`src/core/bsc_defines.svh`:
```
`ifndef BSC_DEFINES_SVH
`define BSC_DEFINES_SVH

// Register byte offsets
`define BSC_OFF_BUS 12'h018
`define BSC_OFF_IO 12'h01C
`define BSC_OFF_CTRL 12'h040
`define BSC_OFF_IRQ_STAT 12'h044
`define BSC_OFF_IRQ_CLR 12'h048
`define BSC_OFF_IRQ_EN 12'h04C

// Field positions in the bus number word
`define BSC_SEC_BUS_LSB 8
`define BSC_SUB_BUS_LSB 16
`define BSC_LAT_LSB 24

// Field positions in the I/O and status word
`define BSC_IO_BASE_IND_LSB 0
`define BSC_IO_BASE_LSB 4
`define BSC_IO_LIM_IND_LSB 8
`define BSC_IO_LIM_LSB 12
`define BSC_ST_66MHZ 21
`define BSC_ST_FBB 23
`define BSC_ST_PERR 24
`define BSC_ST_DEVSEL_LSB 25
`define BSC_ST_SIG_TABORT 27
`define BSC_ST_RCV_TABORT 28
`define BSC_ST_RCV_MABORT 29
`define BSC_ST_SERR 30
`define BSC_ST_DET_PERR 31

// Control word field
`define BSC_CTRL_PERR_EN 6

// Fixed read values
`define BSC_IO_IND_VAL 4'h1
`define BSC_DEVSEL_VAL 2'h1
`define BSC_66MHZ_VAL 1'b1
`define BSC_FBB_VAL 1'b0

// Reset values
`define BSC_BYTE_RST 8'h00
`define BSC_NIB_RST 4'h0
`define BSC_FLAG_RST 6'h00

// Implied low address bits of the I/O window
`define BSC_IO_BOT_LOW 12'h000
`define BSC_IO_TOP_LOW 12'hFFF

`endif

```
`src/core/bsc_pkg.sv`:
```
package bsc_pkg;

  // Latency supervision of unclaimed master cycles
  typedef enum logic [1:0] {
    BSC_LAT_IDLE = 2'b00,
    BSC_LAT_WAIT = 2'b01,
    BSC_LAT_EXPIRE = 2'b11
  } bsc_lat_state_t;

  // Event pulses from the secondary bus logic
  typedef struct packed {
    logic target_abort_sig;
    logic target_abort_rcv;
    logic master_abort_rcv;
    logic parity_detect;
  } bsc_evt_t;

  // Master cycle progress from the secondary bus logic
  typedef struct packed {
    logic start;
    logic claimed;
  } bsc_mst_t;

  // Full 32-bit I/O forwarding window
  typedef struct packed {
    logic [31:0] bottom;
    logic [31:0] top;
  } bsc_win_t;

endpackage : bsc_pkg

```
`src/core/bsc_regs.sv`:
```
// Implementation choice: the APB interface to the registers.
`timescale 1ns/1ps
`include "bsc_defines.svh"
module bsc_regs (
  input wire logic pclk,
  input wire logic presetn,
  input wire logic psel,
  input wire logic penable,
  input wire logic pwrite,
  input wire logic [11:0] paddr,
  input wire logic [31:0] pwdata,
  input wire logic [3:0] pstrb,
  output logic [31:0] prdata,
  output logic pready,
  output logic pslverr,
  input wire logic downstream_parity_err_n,
  input wire logic downstream_system_err_n,
  input wire bsc_pkg::bsc_evt_t evt,
  input wire bsc_pkg::bsc_mst_t mst,
  input wire logic [15:0] io_base_upper,
  input wire logic [15:0] io_limit_upper,
  input wire logic io_req,
  input wire logic [31:0] io_addr,
  output logic io_fwd_hit,
  output bsc_pkg::bsc_win_t io_win,
  output logic [7:0] secondary_bus_num_out,
  output logic [7:0] subordinate_bus_num_out,
  output logic unclaimed_timeout,
  output logic irq
);

  logic [7:0] secondary_bus_num;
  logic [7:0] subordinate_bus_num;
  logic [7:0] secondary_latency_count;
  logic [3:0] io_base_nib;
  logic [3:0] io_limit_nib;
  logic perr_en;
  logic [5:0] flags;
  logic [5:0] irq_stat;
  logic [5:0] irq_en;
  logic perr_meta;
  logic perr_sync;
  logic serr_meta;
  logic serr_sync;
  bsc_pkg::bsc_lat_state_t lat_state;
  logic [7:0] lat_cnt;
  logic [5:0] set_vec;
  logic [5:0] w1c_vec;
  logic [5:0] irq_clr_vec;
  logic access;
  logic wr;
  logic [31:0] rd_word;
  logic [31:0] bottom;
  logic [31:0] top;

  // Known register offsets
  function automatic logic is_mapped(input logic [11:0] a);
    is_mapped = (a == `BSC_OFF_BUS) || (a == `BSC_OFF_IO) || (a == `BSC_OFF_CTRL)
      || (a == `BSC_OFF_IRQ_STAT) || (a == `BSC_OFF_IRQ_CLR) || (a == `BSC_OFF_IRQ_EN);
  endfunction : is_mapped

  // Spread the six flags to their status word positions
  function automatic logic [31:0] flags_to_word(input logic [5:0] f);
    logic [31:0] w;
    w = 32'h0000_0000;
    w[`BSC_ST_PERR] = f[0];
    w[`BSC_ST_SIG_TABORT] = f[1];
    w[`BSC_ST_RCV_TABORT] = f[2];
    w[`BSC_ST_RCV_MABORT] = f[3];
    w[`BSC_ST_SERR] = f[4];
    w[`BSC_ST_DET_PERR] = f[5];
    flags_to_word = w;
  endfunction : flags_to_word

  // Gather the six flags from their status word positions
  function automatic logic [5:0] word_to_flags(input logic [31:0] w);
    word_to_flags = {w[`BSC_ST_DET_PERR], w[`BSC_ST_SERR], w[`BSC_ST_RCV_MABORT],
      w[`BSC_ST_RCV_TABORT], w[`BSC_ST_SIG_TABORT], w[`BSC_ST_PERR]};
  endfunction : word_to_flags

  // Pin inputs pass two flops before use
  always_ff @(posedge pclk or negedge presetn)
  begin
    if (!presetn)
    begin
      perr_meta <= 1'b1;
      perr_sync <= 1'b1;
      serr_meta <= 1'b1;
      serr_sync <= 1'b1;
    end
    else
    begin
      perr_meta <= downstream_parity_err_n;
      perr_sync <= perr_meta;
      serr_meta <= downstream_system_err_n;
      serr_sync <= serr_meta;
    end
  end

  // APB handshake: one wait state, answer registered
  assign access = psel & penable & pready;
  assign wr = access & pwrite & is_mapped(paddr);

  always_ff @(posedge pclk or negedge presetn)
  begin
    if (!presetn)
    begin
      pready <= 1'b0;
      pslverr <= 1'b0;
      prdata <= 32'h0000_0000;
    end
    else
    begin
      pready <= psel & penable & ~pready;
      pslverr <= psel & penable & ~pready & ~is_mapped(paddr);
      if (psel & penable & ~pready & ~pwrite)
        prdata <= rd_word;
      else
        prdata <= 32'h0000_0000;
    end
  end

  // Read mux
  always_comb
  begin
    rd_word = 32'h0000_0000;
    case (paddr)
      `BSC_OFF_BUS:
      begin
        rd_word[`BSC_SEC_BUS_LSB +: 8] = secondary_bus_num;
        rd_word[`BSC_SUB_BUS_LSB +: 8] = subordinate_bus_num;
        rd_word[`BSC_LAT_LSB +: 8] = secondary_latency_count;
      end
      `BSC_OFF_IO:
      begin
        rd_word = flags_to_word(flags);
        rd_word[`BSC_IO_BASE_IND_LSB +: 4] = `BSC_IO_IND_VAL;
        rd_word[`BSC_IO_LIM_IND_LSB +: 4] = `BSC_IO_IND_VAL;
        rd_word[`BSC_IO_BASE_LSB +: 4] = io_base_nib;
        rd_word[`BSC_IO_LIM_LSB +: 4] = io_limit_nib;
        rd_word[`BSC_ST_66MHZ] = `BSC_66MHZ_VAL;
        rd_word[`BSC_ST_FBB] = `BSC_FBB_VAL;
        rd_word[`BSC_ST_DEVSEL_LSB +: 2] = `BSC_DEVSEL_VAL;
      end
      `BSC_OFF_CTRL:
        rd_word[`BSC_CTRL_PERR_EN] = perr_en;
      `BSC_OFF_IRQ_STAT:
        rd_word[5:0] = irq_stat;
      `BSC_OFF_IRQ_EN:
        rd_word[5:0] = irq_en;
      default:
        rd_word = 32'h0000_0000;
    endcase
  end

  // Bus numbers and latency count
  always_ff @(posedge pclk or negedge presetn)
  begin
    if (!presetn)
    begin
      secondary_bus_num <= `BSC_BYTE_RST;
      subordinate_bus_num <= `BSC_BYTE_RST;
      secondary_latency_count <= `BSC_BYTE_RST;
    end
    else if (wr && paddr == `BSC_OFF_BUS)
    begin
      if (pstrb[1])
        secondary_bus_num <= pwdata[`BSC_SEC_BUS_LSB +: 8];
      if (pstrb[2])
        subordinate_bus_num <= pwdata[`BSC_SUB_BUS_LSB +: 8];
      if (pstrb[3])
        secondary_latency_count <= pwdata[`BSC_LAT_LSB +: 8];
    end
  end

  // Writable I/O window nibbles
  always_ff @(posedge pclk or negedge presetn)
  begin
    if (!presetn)
    begin
      io_base_nib <= `BSC_NIB_RST;
      io_limit_nib <= `BSC_NIB_RST;
    end
    else if (wr && paddr == `BSC_OFF_IO)
    begin
      if (pstrb[0])
        io_base_nib <= pwdata[`BSC_IO_BASE_LSB +: 4];
      if (pstrb[1])
        io_limit_nib <= pwdata[`BSC_IO_LIM_LSB +: 4];
    end
  end

  // Control and interrupt enable
  always_ff @(posedge pclk or negedge presetn)
  begin
    if (!presetn)
    begin
      perr_en <= 1'b0;
      irq_en <= `BSC_FLAG_RST;
    end
    else
    begin
      if (wr && paddr == `BSC_OFF_CTRL && pstrb[0])
        perr_en <= pwdata[`BSC_CTRL_PERR_EN];
      if (wr && paddr == `BSC_OFF_IRQ_EN && pstrb[0])
        irq_en <= pwdata[5:0];
    end
  end

  // Window formed from the nibbles and the upper halves
  assign bottom = {io_base_upper, io_base_nib, `BSC_IO_BOT_LOW};
  assign top = {io_limit_upper, io_limit_nib, `BSC_IO_TOP_LOW};

  always_ff @(posedge pclk or negedge presetn)
  begin
    if (!presetn)
    begin
      io_win <= '0;
      io_fwd_hit <= 1'b0;
      secondary_bus_num_out <= `BSC_BYTE_RST;
      subordinate_bus_num_out <= `BSC_BYTE_RST;
    end
    else
    begin
      io_win.bottom <= bottom;
      io_win.top <= top;
      io_fwd_hit <= io_req && io_addr >= bottom && io_addr <= top;
      secondary_bus_num_out <= secondary_bus_num;
      subordinate_bus_num_out <= subordinate_bus_num;
    end
  end

  // Unclaimed master cycle supervision
  always_ff @(posedge pclk or negedge presetn)
  begin
    if (!presetn)
    begin
      lat_state <= bsc_pkg::BSC_LAT_IDLE;
      lat_cnt <= `BSC_BYTE_RST;
      unclaimed_timeout <= 1'b0;
    end
    else
    begin
      unclaimed_timeout <= 1'b0;
      case (lat_state)
        bsc_pkg::BSC_LAT_IDLE:
          if (mst.start)
          begin
            lat_cnt <= secondary_latency_count;
            lat_state <= bsc_pkg::BSC_LAT_WAIT;
          end
        bsc_pkg::BSC_LAT_WAIT:
          if (mst.claimed)
            lat_state <= bsc_pkg::BSC_LAT_IDLE;
          else if (lat_cnt == 8'h00)
          begin
            lat_state <= bsc_pkg::BSC_LAT_EXPIRE;
            unclaimed_timeout <= 1'b1;
          end
          else
            lat_cnt <= lat_cnt - 8'h01;
        bsc_pkg::BSC_LAT_EXPIRE:
          lat_state <= bsc_pkg::BSC_LAT_IDLE;
        default:
          lat_state <= bsc_pkg::BSC_LAT_IDLE;
      endcase
    end
  end

  // Flag events; bit order matches flags_to_word
  always_comb
  begin
    set_vec[0] = ~perr_sync & perr_en;
    set_vec[1] = evt.target_abort_sig;
    set_vec[2] = evt.target_abort_rcv;
    set_vec[3] = evt.master_abort_rcv | unclaimed_timeout;
    set_vec[4] = ~serr_sync;
    set_vec[5] = evt.parity_detect;
  end

  assign w1c_vec = (wr && paddr == `BSC_OFF_IO && pstrb[3]) ? word_to_flags(pwdata) : 6'h00;
  assign irq_clr_vec = (wr && paddr == `BSC_OFF_IRQ_CLR && pstrb[0]) ? pwdata[5:0] : 6'h00;

  // Sticky flags: a set in the clearing cycle wins
  always_ff @(posedge pclk or negedge presetn)
  begin
    if (!presetn)
    begin
      flags <= `BSC_FLAG_RST;
      irq_stat <= `BSC_FLAG_RST;
    end
    else
    begin
      flags <= (flags & ~w1c_vec) | set_vec;
      irq_stat <= (irq_stat & ~irq_clr_vec) | set_vec;
    end
  end

  always_ff @(posedge pclk or negedge presetn)
  begin
    if (!presetn)
      irq <= 1'b0;
    else
      irq <= |(irq_stat & irq_en);
  end

endmodule : bsc_regs

```
`config.mk`:
```
export PLATFORM = sky130hd
export DESIGN_NAME = bsc_regs
export DESIGN_NICKNAME = d
export VERILOG_FILES = /design/src/core/bsc_pkg.sv /design/src/core/bsc_regs.sv
export VERILOG_INCLUDE_DIRS = /design/src /design/src/core
export SDC_FILE = /design/constraint.sdc
export NUM_CORES = 1
export LEC_CHECK = 0
export BUFFER_PORTS_ARGS = -buffer_cell sky130_fd_sc_hd__buf_2
export CORE_MARGIN = 3
export CORE_UTILIZATION = 54
export DETAILED_ROUTE_END_ITERATION = 12
export PLACE_DENSITY = 0.86
export SLEW_MARGIN = 10
export SYNTH_ARGS = -nofsm -noshare
export SYNTH_HDL_FRONTEND = slang
export SYNTH_SLANG_ARGS = --single-unit
```
`constraint.sdc`:
```
create_clock -name pclk -period 4.05 [get_ports pclk]
set_input_delay 0.6075 -clock pclk [delete_from_list [all_inputs] [get_ports pclk]]
set_output_delay 0.6075 -clock pclk [all_outputs]
set_load 0.05 [all_outputs]
```
# Word level (Yosys, flattened, before mapping)
# Index checks and enable logic that the tools add are counted.
# classes
add_sub_neg	1
multipliers	0
n_div	0
n_lt_le_gt_ge	2
eq_ne	11
shifts	0
mux	18
bitwise_logic	21
n_reduce_logical	27
# op_table
cell	count
12-bit by 7-bit equality test with 1-bit output, second input constant	4
24-bit case mux with 2 select lines	1
32-bit >= comparator	1
32-bit less-or-equal comparator	1
32-bit two-way mux	1
12-bit by 5-bit equality test with 1-bit output, second input constant	2
8-bit two-way mux	3
6-bit bitwise AND	3
6-bit case mux with 3 select lines	1
8-bit case mux with 2 select lines	1
6-bit two-way mux	2
6-bit NOT	2
6-bit bitwise OR	2
2-bit AND reduction	6
1-bit logical AND	11
1-bit bitwise AND	8
8-bit logical NOT	1
8-bit by 1-bit subtractor with 8-bit output, second input constant	1
2-bit two-way mux	3
2-bit != test, second input constant	3
6-bit OR reduction	1
1-bit logical OR	5
1-bit NOT	5
1-bit two-way mux	4
other kinds (8)	8
# word_totals
register_bits	170
latch_bits	0
mem_bits_rw	0
rom_bits	0
in_bits	126
out_inout_bits	117
word_cells	105
n_memories	0

# Logic depth before layout (Yosys ltp)
# logic_depth
word_depth	13
ltp_mapped	7
ltp_nobuf	7

# Least setup slack after synthesis
# No wires, ideal clock.
# synth_timing
path_type	input -> register
startpoint	input port paddr[1]
endpoint	register secondary_bus_num[0]
setup_ps	125
arrival_ps	2000
required_time_ps	3925
path_slack_ps	1925
stages	5
path_buffers	0
cell_sequence	nor2_1 > nand2_1 > or3_4 > nor2_4 > mux2_2
# synth_via
elab_chain_len	9
word_cells_on_any_way	14
classes_between	eq/ne: 6; bitwise: 1; reduce/logical: 7
# synth_lines
element	line	text
start: declaration	bsc_regs.sv:10	input wire logic [11:0] paddr,
12-bit by 5-bit equality test with 1-bit output	--	
1-bit logical OR (5 in a row)	bsc_regs.sv:58	is_mapped = (a == `BSC_OFF_BUS) || (a == `BSC_OFF_IO) || (a == `BSC_OFF_CTRL)
1-bit bitwise AND	bsc_regs.sv:102	assign wr = access & pwrite & is_mapped(paddr);
1-bit logical AND (no source line) (*)	--	
2-bit AND reduction (no source line) (*)	--	
end signal: assignment	bsc_regs.sv:161	secondary_bus_num <= `BSC_BYTE_RST;
end signal: assignment	bsc_regs.sv:168	secondary_bus_num <= pwdata[`BSC_SEC_BUS_LSB +: 8];
end: declaration	bsc_regs.sv:32	logic [7:0] secondary_bus_num;
# Every way passes the cells marked *; elsewhere a longest branch is shown, timed or not.
# A chain may end at the register's enable or synchronous reset.

# Worst setup path after layout
# layout_timing
startpoint	input port paddr[1]
endpoint	register subordinate_bus_num[3]
# layout_via
elab_chain_len	9
word_cells_on_any_way	14
classes_between	eq/ne: 6; bitwise: 1; reduce/logical: 7
# layout_lines
element	line	text
12-bit by 5-bit equality test with 1-bit output	--	
1-bit logical OR (5 in a row)	bsc_regs.sv:58	
1-bit bitwise AND	bsc_regs.sv:102	
1-bit logical AND (no source line) (*)	--	
2-bit AND reduction (no source line) (*)	--	
end signal: assignment	bsc_regs.sv:162	subordinate_bus_num <= `BSC_BYTE_RST;
end signal: assignment	bsc_regs.sv:170	subordinate_bus_num <= pwdata[`BSC_SUB_BUS_LSB +: 8];
end: declaration	bsc_regs.sv:33	logic [7:0] subordinate_bus_num;
# Marked as above.

==> results.cfg <==
[global_route]
grt_pass1_vias = 5622
grt_pass1_wl_mm = 28.4
antenna_found_initial = 1
grt_max_degree = 91
grt.total_usage_pct = 25.9
grt_overflow = 0

[logic_synthesis]
synth_mux_area_share_pct = 5.32
synth_xor_area_share_pct = 0
yosysMostFrequentCell = dfrtp_1
synth_top_family_by_area = simple AND/OR/NAND/NOR gates
ys_types = 49
synth_adder_area_share_pct = 7.76
netlist.top_cell.by_area = dfrtp_1
yosysSeqAreaShare_pct = 58.8
syn_inst = 568
ys_seq_elements = 159
synth_edf_count = 0
synth_area_sq_um = 6770
synth_compound_gate_area_share_pct = 9.94
ys_top_cells_by_area = dfrtp_1, ha_1, mux2_2
synth-main-ff-cell = dfrtp_1
synth_common_cells = dfrtp_1, inv_1, nand2_1
yosysTopAreaCellShare_pct = 57.3
synth_area_per_cell_sq_um = 11.9
yosysWarningCount = 0
async_flop_share_pct = 100
yosys.area_share.simple_pct = 12.4

[final_layout]
fin_cells = 980
nNetsFinal = 966
areaGrowthSynthToFinish_pct = 27.7
nFillCells = 895
fin_area_sq_um = 8650
drive_gt1_share_pct = 38.6

[route]
dr_wl_met3_mm = 1.15
ant_nets = 0
wl_mm = 17.6
first_iter_violations = 366
vias = 5261
wl_met1_mm = 6.79
firstDrtPassIters = 4
top_layer_used = met4
vias_per_cell = 5.37
wl_per_cell_microns = 18.0
drcViolationCount = 0
wl_met2_mm = 9.10

[cts]
clockBufferDepth = 2
numCtsBuffers = 17
postCtsSetupRepairBufs = 0
clock_sink_count = 159
clk_pin_slew_ns = 0.06
cts.repair.resized = 0
clock_latency_ns = 0.42
cts_tree = built
cts_htree_levels = 4
cts-root-buf = clkbuf_16
hold_buffers = 0

[sta]
hold_viol = 0
rsz0062_at_grt = false
timing.final.ws_setup_ns = 1.80
fmax_mhz = 445
drv_slew = 0
worst_pin_slew_ns = 0.955
finalSetupTns_ns = 0
finalCritPeriodShare_pct = 55.5
relSlewSlack_pct = 36.0
period_needed_ns = 2.25
finalSetupViolations = 0
skew_ns = 0.00853

[worst_hold_path]
worstHoldPathType = primary input to asynchronous set/reset pin

[place]
placed_cell_area_sq_um = 8000
port-buffer-count = 230
dp_slack_ns = 1.41
gp_congestion = 0.882
dp_hpwl_mm = 13.6
dp_cells = 947

[die]
dieWidth_microns = 118
io_pins = 243
die_y_microns = 118
core-area_sq_um = 12200
start_util_pct = 55.7
dieArea_sq_um = 13900
rows = 40

[worst_setup_path]
path_class = primary input to register
startpoint = paddr[1]
arrival_ns = 2.55
start_kind = primary input
cp_max_fo = 11
required_ns = 4.35
rr_startpoint = io_base_nib[1]
cp-end-kind = register

[flow_run]
drv_cap = 0

[outcome]
status = finished clean

[power_and_ir_drop]
peakVddDrop_mv = 0.284
p_leak_nw = 4.50
power_density_nw_per_um2 = 458
## cell type report
cell class	count	area, sq um	share of cell area (%)
Antenna cell	1	2.50	0.0289
Clock inverter	11	176	2.04
Multi-Input combinational cell	341	2450	28.3
Timing Repair Buffer	234	1190	13.7
Inverter	45	169	1.95
Sequential cell	159	3980	46.1
Clock buffer	21	470	5.44
Tap cell	168	210	2.43
## per-stage QoR
step	total power, mW	util [%]	hold WS (ns)
after floorplan	2.06	-	0.312
after global placement	2.23	65.8	0.347
after detailed placement	2.25	65.8	0.351
after CTS	3.98	71.1	0.267
after global routing	4.11	71.1	0.275
final	3.97	71.1	0.255
## state kept, by name (all words and copies together), names as in the netlist
register and count:
flags 6, io_base_nib 4, io_fwd_hit 1, io_limit_nib 4
io_win 41, irq 1, irq_en 6, irq_stat 6
lat_cnt 8, lat_state 2, perr_en 1, perr_meta 1
perr_sync 1, prdata 32, pready 1, pslverr 1
secondary_bus_num 8, secondary_bus_num_out 8, secondary_latency_count 8, serr_meta 1
serr_sync 1, subordinate_bus_num 8, subordinate_bus_num_out 8, unclaimed_timeout 1
## cells by family (layout without fill, tap and decap cells)
family	Yosys count	in the layout
muxes	32	32
buffers and inverters	79	311
adders and majority gates	42	42
other	2	14
and+or+nand+nor	150	150
DFF	159	159
AOI/OAI and AO/OA	104	104
## final timing paths
path / slack [ns] / cells after the start / end
hold / removal: 0.26 / 1 / prdata[31]
setup reg to reg: 2.08 / 7 / io_fwd_hit
hold reg to reg: 0.36 / 0 / perr_sync
max in group asynchronous: 2.73 / 2 / serr_meta
min in group pclk: 0.28 / 1 / perr_meta
setup / recovery: 1.80 / 7 / subordinate_bus_num[3]
## layout by cell type, fill, tap and decap left out, types with 3 or more instances in the layout
cell,count
dfstp_2,4
inv_1,45
and2_1,13
a21o_1,9
buf_2,229
mux2_2,32
clkbuf_8,3
nor4_1,3
o211ai_1,3
nor4_4,3
inv_6,3
a211o_1,3
a21oi_1,27
conb_1,13
dfrtp_1,155
a22oi_1,20
nor2_1,25
o21ai_0,23
clkbuf_16,17
nor3_1,12
nand4_1,8
nand3_1,9
o21a_1,3
nor3b_1,3
nor3_2,3
nand2_1,44
ha_1,42
and4_1,6
nor2b_1,5
nand2b_1,5
bufinv_16,4
buf_4,4
## per-layer routing
metal  vias to the layer above  track usage, %
met2                       237            45.0
met3                        44            6.39
li1                       2412               -
met4                         0            11.6
met1                      2568            30.4
met5                         -               0
## where the power goes
group | switching (mW) | total (mW) | internal [mW]
clock network | 0.644 | 1.73 | 1.09
logic | 0.355 | 0.531 | 0.176
registers | 0.0512 | 1.70 | 1.65
total | 1.05 | 3.97 | 2.92
## worst max-delay path: stages
cell	delay [ns]
buf_2	0.10
nor2_1	0.27
nand2_1	0.29
nor3_1	0.25
buf_4	0.21
and3_1	0.43
mux2_2	0.39
Note: power is estimated with default switching activity, not from simulation.
